$ cat config.mk
export PLATFORM = sky130hd
export DESIGN_NAME = tmr_core
export DESIGN_NICKNAME = d
export VERILOG_FILES = /design/src/tmr_pkg.sv /design/src/tmr_core.sv /design/src/tmr_wave_unit.sv
export SDC_FILE = /design/constraint.sdc
export NUM_CORES = 1
export LEC_CHECK = 0
export ABC_AREA = 1
export ABC_CLOCK_PERIOD_IN_PS = 2700
export BUFFER_PORTS_ARGS = -buffer_cell sky130_fd_sc_hd__buf_2
export CORE_AREA = 2 2 128 130
export DETAILED_ROUTE_END_ITERATION = 10
export DIE_AREA = 0 0 130 132
export PLACE_DENSITY_LB_ADDON = 0.05
export SETUP_SLACK_MARGIN = 0.15
export SKIP_CTS_REPAIR_TIMING = 1
export SLEW_MARGIN = 10
export SYNTH_ARGS = -nofsm -noshare
export SYNTH_HDL_FRONTEND = slang
export SYNTH_SLANG_ARGS = --single-unit
$ cat constraint.sdc
create_clock -name ref_clk -period 2.7 [get_ports ref_clk]
set_clock_uncertainty 0.15 [all_clocks]
set_input_delay 0.135 -clock ref_clk [delete_from_list [all_inputs] [get_ports ref_clk]]
set_output_delay 0.135 -clock ref_clk [all_outputs]
set_load 0.1 [all_outputs]
$ cat src/tmr_pkg.sv
// Package of constants and types for the 16-bit timer mode engine
package tmr_pkg;
    localparam int CNT_W = 16;
    localparam logic [15:0] CNT_MAX = 16'hFFFF;
    localparam logic [15:0] CNT_BOTTOM = 16'h0000;
    localparam logic [15:0] TOP_8BIT = 16'h00FF;
    localparam logic [15:0] TOP_9BIT = 16'h01FF;
    localparam logic [15:0] TOP_10BIT = 16'h03FF;
    localparam logic [15:0] CMP_RESET = 16'h0000;
    localparam logic [3:0] WGM_NORMAL = 4'h0;
    localparam logic [3:0] WGM_CTC_CMPA = 4'h4;
    localparam logic [3:0] WGM_FAST_8 = 4'h5;
    localparam logic [3:0] WGM_FAST_9 = 4'h6;
    localparam logic [3:0] WGM_FAST_10 = 4'h7;
    localparam logic [3:0] WGM_CTC_CAP = 4'hC;
    localparam logic [3:0] WGM_FAST_CAP = 4'hE;
    localparam logic [3:0] WGM_FAST_CMPA = 4'hF;
    localparam logic [1:0] ACT_NONE = 2'h0;
    localparam logic [1:0] ACT_TOGGLE = 2'h1;
    localparam logic [1:0] ACT_CLEAR = 2'h2;
    localparam logic [1:0] ACT_SET = 2'h3;
    // Mode class of the counting sequence
    typedef enum logic [3:0] {
        TMR_NORMAL = 4'b0001,
        TMR_CTC = 4'b0010,
        TMR_FAST = 4'b0100,
        TMR_OTHER = 4'b1000
    } tmr_mode_t;
endpackage : tmr_pkg

$ cat src/tmr_core.sv
// 16-bit timer mode engine: normal, clear-on-match and fast PWM
//
// Overview of operation
// [RL1] Mode 0 counts up, wraps 0xFFFF to 0
// [RL2] Free-running overflow flag set as count zeroes
// [RL3] Hardware only sets overflow; handler entry clears
// [RL4] Free-running count accepts writes any time
// [RL5] Clear-on-match resets at compare A or capture
// [RL6] Unbuffered TOP; low TOP wraps through 0xFFFF
// [RL7] Clear-on-match sets TOP register's flag
// [RL8] Toggle action inverts output every match; in fast PWM only unit A in mode 15
// [RL9] Clear-on-match overflow set on 0xFFFF rollover
// [RL10] Fast PWM modes 5,6,7,14,15 pick TOP
// [RL11] Fast PWM clears one cycle after TOP
// [RL12] Action 2 non-inverted, 3 inverted PWM; here 2 sets at match and clears at TOP, 3 the reverse
// [RL13] Fast PWM overflow and TOP flag at TOP
// [RL14] Each unit flags on its compare match
// [RL15] Fixed TOP masks compare bits on write
// [RL16] Capture TOP written directly, may wrap
// [RL17] Compare A buffered, loaded at TOP
// [RL18] Zero gives spike, TOP gives constant
// [RL19] Mode 15 toggle gives square wave
// [RL20] Pin driven only when direction is output
// [RL21] Software keeps register TOP at least 0x0003
// [RL22] Software keeps TOP above compare values
// [RL23] Action 0 leaves waveform bit unchanged
// [RL24] Count write blocks next-tick compare match
// [RL25] Compare buffering only in PWM modes
// [RL26] Other modes handed to dual-slope hook
// [RL27] Everything advances only on timer tick
module tmr_core
    import tmr_pkg::*;
#(
    parameter int N_UNITS = 2
) (
    // Clock and reset
    input wire logic ref_clk,
    input wire logic srst,
    // Timer tick from prescaler
    input wire logic timer_tick,
    // Mode controls
    input wire logic [3:0] waveform_mode_select,
    input wire logic [2*N_UNITS-1:0] output_action_select,
    input wire logic [N_UNITS-1:0] pin_direction_bit,
    // Register port
    input wire logic [3:0] reg_addr,
    input wire logic [15:0] reg_wdata,
    input wire logic reg_wr,
    input wire logic reg_rd,
    output logic [15:0] reg_rdata,
    // Overflow handler acknowledge
    input wire logic overflow_ack,
    // Flags
    output logic overflow_flag,
    output logic capture_flag,
    output logic [N_UNITS-1:0] compare_flag,
    // Pins
    output logic [N_UNITS-1:0] wave_output,
    output logic [N_UNITS-1:0] wave_pin_out,
    output logic [N_UNITS-1:0] wave_pin_oe,
    // Dual-slope sequencer hook
    output logic dual_slope_sel,
    output logic [15:0] hook_count
);
    import tmr_pkg::*;

    localparam logic [3:0] ADDR_COUNT = 4'h0;
    localparam logic [3:0] ADDR_CAPTURE = 4'h1;
    localparam logic [3:0] ADDR_FLAGS = 4'h2;
    localparam logic [3:0] ADDR_CMP0 = 4'h4;
    localparam logic [3:0] ADDR_BUF0 = 4'h8;

    typedef struct packed {
        logic [15:0] cnt;
        logic [15:0] icr;
        logic block;
        logic tov;
        logic icf;
        logic [N_UNITS-1:0] ocf;
        logic [15:0] rdata;
    } tmr_core_t;
    tmr_core_t s_q;
    tmr_core_t s_d;

    tmr_mode_t mode;
    logic [15:0] top;
    logic [15:0] res_mask;
    logic cmpa_top;
    logic cap_top;
    logic at_top;
    logic top_hit;
    logic cnt_wr;
    logic [15:0] cmp_act [N_UNITS];
    logic [15:0] cmp_buf [N_UNITS];
    logic [N_UNITS-1:0] unit_match;
    logic [N_UNITS-1:0] unit_flag;
    logic [N_UNITS-1:0] unit_wr;

    // [RL10] Mode decode and TOP selection
    always_comb begin
        mode = TMR_OTHER;
        top = CNT_MAX;
        res_mask = CNT_MAX;
        cmpa_top = 1'b0;
        cap_top = 1'b0;
        case (waveform_mode_select)
            WGM_NORMAL: mode = TMR_NORMAL;
            WGM_CTC_CMPA: begin
                mode = TMR_CTC;
                top = cmp_act[0];
                cmpa_top = 1'b1;
            end
            WGM_CTC_CAP: begin
                mode = TMR_CTC;
                top = s_q.icr;
                cap_top = 1'b1;
            end
            WGM_FAST_8: begin
                mode = TMR_FAST;
                top = TOP_8BIT;
                res_mask = TOP_8BIT;
            end
            WGM_FAST_9: begin
                mode = TMR_FAST;
                top = TOP_9BIT;
                res_mask = TOP_9BIT;
            end
            WGM_FAST_10: begin
                mode = TMR_FAST;
                top = TOP_10BIT;
                res_mask = TOP_10BIT;
            end
            WGM_FAST_CAP: begin
                mode = TMR_FAST;
                top = s_q.icr;
                cap_top = 1'b1;
            end
            WGM_FAST_CMPA: begin
                mode = TMR_FAST;
                top = cmp_act[0];
                cmpa_top = 1'b1;
            end
            default: mode = TMR_OTHER;
        endcase
    end

    // [RL26] Unsupported modes go to external sequencer
    assign dual_slope_sel = (mode == TMR_OTHER);
    assign hook_count = s_q.cnt;

    assign cnt_wr = reg_wr && (reg_addr == ADDR_COUNT);
    // [RL6] Exact equality, so low TOP wraps first
    // [RL16] Capture TOP compared directly
    // Top match obeys the same write block as compare units
    assign at_top = (s_q.cnt == top) && !s_q.block;
    assign top_hit = timer_tick && at_top && (mode == TMR_CTC || mode == TMR_FAST);

    genvar gi;
    generate
        for (gi = 0; gi < N_UNITS; gi++) begin : g_unit
            assign unit_wr[gi] = reg_wr && (reg_addr == ADDR_CMP0 + 4'(gi));
            tmr_wave_unit #(.W(16)) u_unit (
                .ref_clk(ref_clk),
                .srst(srst),
                .tick(timer_tick),
                .mode(mode),
                .count(s_q.cnt),
                .res_mask(res_mask),
                .at_top(at_top && !dual_slope_sel),
                .block_match(s_q.block),
                .action(output_action_select[2*gi+:2]),
                .is_unit_a(gi == 0),
                .cmpa_top(cmpa_top),
                .wr(unit_wr[gi]),
                .wr_data(reg_wdata),
                .active_value(cmp_act[gi]),
                .buffer_value(cmp_buf[gi]),
                .match(unit_match[gi]),
                .wave(wave_output[gi]),
                .flag_set(unit_flag[gi])
            );
            // [RL20] Pin driven only as output
            assign wave_pin_oe[gi] = pin_direction_bit[gi];
            assign wave_pin_out[gi] = wave_output[gi] & pin_direction_bit[gi];
        end
    endgenerate

    always_comb begin
        s_d = s_q;
        // [RL24] Block lasts until next timer tick
        if (timer_tick) begin
            s_d.block = 1'b0;
        end
        // [RL27] Counting only on timer tick
        if (timer_tick && !dual_slope_sel) begin
            // [RL11] Clear on cycle after TOP
            // [RL5] Clear at TOP in clear-on-match
            if (top_hit) begin
                s_d.cnt = CNT_BOTTOM;
            end else begin
                // [RL1] Wrap 0xFFFF to 0
                s_d.cnt = s_q.cnt + 16'h0001;
            end
            // [RL2] Overflow as count becomes zero
            // [RL9] Overflow on rollover
            if (mode != TMR_FAST && s_q.cnt == CNT_MAX) begin
                s_d.tov = 1'b1;
            end
            // [RL13] Fast PWM overflow at TOP
            if (mode == TMR_FAST && top_hit) begin
                s_d.tov = 1'b1;
            end
            // [RL7] Capture flag when it defines TOP
            if (top_hit && cap_top) begin
                s_d.icf = 1'b1;
            end
        end
        // [RL4] Count write at any time
        if (cnt_wr) begin
            s_d.cnt = reg_wdata;
            s_d.block = 1'b1;
        end
        if (reg_wr && reg_addr == ADDR_CAPTURE) begin
            s_d.icr = reg_wdata;
        end
        // Write-one-to-clear; a set in the same cycle wins
        if (reg_wr && reg_addr == ADDR_FLAGS) begin
            s_d.tov = s_q.tov & ~reg_wdata[0];
            s_d.icf = s_q.icf & ~reg_wdata[1];
            s_d.ocf = s_q.ocf & ~reg_wdata[2+:N_UNITS];
        end
        // [RL3] Handler entry clears overflow
        if (overflow_ack) begin
            s_d.tov = 1'b0;
        end
        if (timer_tick && !dual_slope_sel) begin
            if (mode != TMR_FAST && s_q.cnt == CNT_MAX) begin
                s_d.tov = 1'b1;
            end
            if (mode == TMR_FAST && top_hit) begin
                s_d.tov = 1'b1;
            end
            if (top_hit && cap_top) begin
                s_d.icf = 1'b1;
            end
        end
        // [RL14] Compare flags on match
        // [RL7] Compare A top flag follows its match
        s_d.ocf = s_d.ocf | (dual_slope_sel ? '0 : unit_flag);
        s_d.rdata = 16'h0000;
        if (reg_rd) begin
            if (reg_addr == ADDR_COUNT) begin
                s_d.rdata = s_q.cnt;
            end else if (reg_addr == ADDR_CAPTURE) begin
                s_d.rdata = s_q.icr;
            end else if (reg_addr == ADDR_FLAGS) begin
                s_d.rdata = 16'({s_q.ocf, s_q.icf, s_q.tov});
            end else begin
                for (int i = 0; i < N_UNITS; i++) begin
                    if (reg_addr == ADDR_CMP0 + 4'(i)) begin
                        s_d.rdata = cmp_act[i];
                    end
                    if (reg_addr == ADDR_BUF0 + 4'(i)) begin
                        s_d.rdata = cmp_buf[i];
                    end
                end
            end
        end
    end

    always_ff @(posedge ref_clk) begin
        if (srst) begin
            s_q <= '0;
        end else begin
            s_q <= s_d;
        end
    end

    assign reg_rdata = s_q.rdata;
    assign overflow_flag = s_q.tov;
    assign capture_flag = s_q.icf;
    assign compare_flag = s_q.ocf;
endmodule : tmr_core

$ cat src/tmr_wave_unit.sv
// One compare unit: compare register, buffer, match and waveform bit
module tmr_wave_unit
    import tmr_pkg::*;
#(
    parameter int W = 16
) (
    // Clock and reset
    input wire logic ref_clk,
    input wire logic srst,
    // Control from the counter
    input wire logic tick,
    input wire tmr_pkg::tmr_mode_t mode,
    input wire logic [W-1:0] count,
    input wire logic [W-1:0] res_mask,
    input wire logic at_top,
    input wire logic block_match,
    input wire logic [1:0] action,
    input wire logic is_unit_a,
    input wire logic cmpa_top,
    // Software write
    input wire logic wr,
    input wire logic [W-1:0] wr_data,
    // Results
    output logic [W-1:0] active_value,
    output logic [W-1:0] buffer_value,
    output logic match,
    output logic wave,
    output logic flag_set
);
    typedef struct packed {
        logic [W-1:0] ocr;
        logic [W-1:0] buf_v;
        logic wave;
    } tmr_unit_t;
    tmr_unit_t s_q;
    tmr_unit_t s_d;
    logic cmp_eq;
    logic pwm;

    assign pwm = (mode == TMR_FAST);
    assign cmp_eq = (count == s_q.ocr);
    // [RL24] Match blocked after count write
    assign match = tick && cmp_eq && !block_match;
    // [RL14] Flag on every match
    assign flag_set = match;
    assign active_value = s_q.ocr;
    assign buffer_value = s_q.buf_v;
    assign wave = s_q.wave;

    always_comb begin
        s_d = s_q;
        if (wr) begin
            // [RL25] Buffered only in PWM modes
            // [RL15] Mask bits above fixed resolution
            if (pwm) begin
                s_d.buf_v = wr_data & res_mask;
            end else begin
                s_d.ocr = wr_data;
                s_d.buf_v = wr_data;
            end
        end
        // [RL17] Load active value at TOP
        if (pwm && tick && at_top) begin
            s_d.ocr = s_q.buf_v;
        end
        if (match) begin
            case (action)
                // [RL23] No action leaves wave alone
                ACT_NONE: s_d.wave = s_q.wave;
                // [RL8] Toggle on match
                // [RL19] Fast PWM toggles only unit A with compare A top
                ACT_TOGGLE: begin
                    if (!pwm || (is_unit_a && cmpa_top)) begin
                        s_d.wave = !s_q.wave;
                    end
                end
                // [RL12] Set level at match
                ACT_CLEAR: s_d.wave = pwm ? 1'b1 : 1'b0;
                ACT_SET: s_d.wave = pwm ? 1'b0 : 1'b1;
                default: s_d.wave = s_q.wave;
            endcase
        end
        // [RL12] Opposite level at TOP to zero
        // [RL18] Match at TOP wins for constant level
        if (pwm && tick && at_top && action[1] && !match) begin
            s_d.wave = action[0];
        end
    end

    always_ff @(posedge ref_clk) begin
        if (srst) begin
            s_q <= '{ocr: CMP_RESET, buf_v: CMP_RESET, wave: 1'b0};
        end else begin
            s_q <= s_d;
        end
    end
endmodule : tmr_wave_unit

==> results.md <==
- Hold Crit Depth: 5
- Avg Cell Area, Syn: 6.42 µm²
- Drt drc: 0
- Row cnt: 46
- Core area: 15700 µm²
- R2R setup slack: 0.35 ns
- Fin crit period: 2.39 ns
- Largest net degree at the start of global routing: 74
- Post-synth EDFFs: 0
- Drt first-iter violations: 983
- Setup TNS: 0 ns
- Met2 Use GR: 42.4%
- Max IR drop VDD: 439 µV
- CTS Root Cell: clkbuf_16
- Synth area leaders: dfxtp_1 34%, nand2_1 13%, inv_1 7.4%, nor2_1 6.6%, a21oi_1 6.4%
- Met3 GRT Util: 5.76%
- Total Wirelength: 26000 µm
- Most frequent cells in the layout: 243 x nand2_1, 138 x inv_1, 123 x nor2_1
- ANT nets after route: 0
- Initial core utilization: 44.7%
- GPL Wtd Cong: 0.930
- Failing checks: negative hold slack
- Final nets: 1204
- Sequential share of the synthesized area: 33.9%
- Vias in the first global route: 6842
- Mapped Cells: 1094
- Max clock buf depth: 2
- Max FO, Critical Path: 15
- Min-Delay Startpoint: output_action_select[3]
- Worst Hold Endpoint: g_unit[1].u_unit.wave$_SDFFE_PP0P_
- Grt met1 use: 46.3%
- Die height: 132 µm
- Die Width: 130 µm
- Tot Pwr: 4.92 mW
- Unrepaired setup endpoints after global routing: no
- Tcrit/Tclk final: 88.6%
- Initial antenna violation count: 0
- Cells on worst reg2reg path: 13
- Pwr Density: 589 nW/µm²
- CTS tree: done
- DP Worst Slack: -0.0583 ns
- Final setup violation count: 0
- # diodes: 0
- CTS buffer count: 17
- Fillcell total: 1679
- Final Hold Viols: 1
- Grt ovf: 0
- Relative slew slack: 40.2%
- CTS Sinks: 119
- Worst EP arrival: 2.51 ns
- Netlist cell types: 40
- Commonest non-fill, non-tap cell in the layout: nand2_1
- Vias per inst: 5.52
- Top Usage Layer GRT: met1
- Area growth syn-to-layout: 18.8%
- Static Leak: 3.52 nW
- Syn Nets: 1131
- #FFs+latches synth: 119
- CTS H-tree lvls: 4
- Mapped Area: 7030 µm²
- Vias: 7706
- Clock transition at path regs: 0.05 ns
- Async SR Flop Fraction: 0%
- Worst Path Required: 2.82 ns
- Hold WS: -0.000349 ns
- Run status: finished with violations
- RR Startpoint: hook_count[11]$_SDFFE_PP0P_
- Post-synth top area share: 33.9%
- Crit end category: flop
- Wire length per cell: 18.7 µm
- Area of the multi-input gates: 3630 µm²
- Post-DP HPWL: 19700 µm
- Ys flop type: dfxtp_1
- DR pass1 iterations: 7
- Post-synth top area cell: dfxtp_1
- IO Port Bufs: 78
- Global-route wire length before repair: 39800 µm
- FF/Latch Area: 2380 µm²
- Slew Limit Fails: 0
- CP Launch Type: primary input
- MaxCap Viol Count: 0
- Reg2reg end: g_unit[1].u_unit.active_value[0]$_SDFFE_PP0P_
- Fmax: 0.418 GHz
- Io pins: 79
- Post-route setup slack: 0.307 ns
- Die area: 17200 µm²
- Fraction of layout cells with a size suffix above 1: 15.1%
- GR Util All Layers: 30.6%
- CP Class: primary input to flop
- Worst-Skew Late Latency: 0.42 ns
- Ys Warns: 0
- Worst Tran Pin Value: 0.896 ns
- Tightest Hold Check Type: primary input to flop
## through the flow
step / area (µm²) / util [%] / hold slack [ns] / std cells
after CTS: 8100 / 51.5 / -0.177 / 1374
final: 8350 / 53.2 / -0.000349 / 1395
after global routing: 8350 / 53.2 / 0.0231 / 1395
after detailed placement: 7490 / 47.7 / 0.271 / 1343
after floorplan: 7040 / - / 0.134 / 1094
after global placement: 7490 / 47.7 / 0.268 / 1343
## sequential cells by signal, indices dropped and copies added (netlist names)
register,count
capture_flag,1
compare_flag,2
reg_rdata,16
g_unit.u_unit.wave,2
g_unit.u_unit.active_value,32
s_q,17
hook_count,16
overflow_flag,1
g_unit.u_unit.buffer_value,32
## how the worst max path moves through the flow
stage / depth (start not counted) / end / from / slack [ns]
detailed placement: 18 / hook_count[10]$_SDFFE_PP0P_ / waveform_mode_select[3] / -0.06
global placement: 18 / hook_count[8]$_SDFFE_PP0P_ / waveform_mode_select[3] / 0.05
finish: 14 / g_unit[0].u_unit.active_value[5]$_SDFFE_PP0P_ / timer_tick / 0.31
floorplan: 14 / hook_count[4]$_SDFFE_PP0P_ / waveform_mode_select[3] / 0.31
CTS: 12 / hook_count[8]$_SDFFE_PP0P_ / hook_count[6]$_SDFFE_PP0P_ / 0.12
global route: 12 / hook_count[13]$_SDFFE_PP0P_ / hook_count[0]$_SDFFE_PP0P_ / 0.16
## cell usage after synthesis, types with 6 or more instances
library cell	count
o22ai_1	67
nor2_1	123
xor2_1	8
nand3_2	6
a31oi_1	18
nand4_1	15
inv_1	138
clkbuf_1	35
nor3_1	7
o21ai_0	68
nand2_1	243
a21oi_1	90
buf_4	39
dfxtp_1	119
buf_6	6
nand3_1	56
## cells by family after synthesis
family	Yosys count	synth area share, %
XOR/XNOR	12	1.50
buffers and inverters	232	15.3
flip-flops	119	33.9
AND/OR/NAND/NOR	472	28.7
adder cells (fa/ha/maj)	1	0.178
AO/OA/AOI/OAI	258	20.4
## worst max-delay path, stage by stage
cell and delay, ns:
dlygate4sd3_1 0.52, buf_2 0.11, inv_1 0.04, or2_2 0.32
a21oi_1 0.23, nand2_1 0.08, nor2_1 0.13, nand3_2 0.14
nor2_4 0.21, nand2_8 0.14, nand2_4 0.22, nor2_1 0.06
nor2_1 0.11, nor2_1 0.05
## area by class of cell
cell class | count | area share [%]
Sequential cell | 119 | 28.6
Multi-Input combinational cell | 743 | 43.4
Clock inverter | 9 | 1.80
Inverter | 144 | 6.47
Clock buffer | 22 | 5.44
Tap cell | 216 | 3.24
Timing Repair Buffer | 142 | 11.1
## where the power goes
part	total, mW	switching, mW	leakage, nW	internal (mW)
sequential	1.83	0.0339	0.963	1.79
clock	2.39	0.834	0.290	1.56
combinational	0.699	0.516	2.27	0.184
## per-layer routing
layer  share of wire, %  vias to the layer above  wire length (µm)
li1                   -                     3709                 -
met1                 46                     3549             12000
met2                 42                      386             10800
met3                9.2                       62              2390
met4                3.1                        0               818
met5                  0                        -                 0
(Power assumes the default switching activity.)
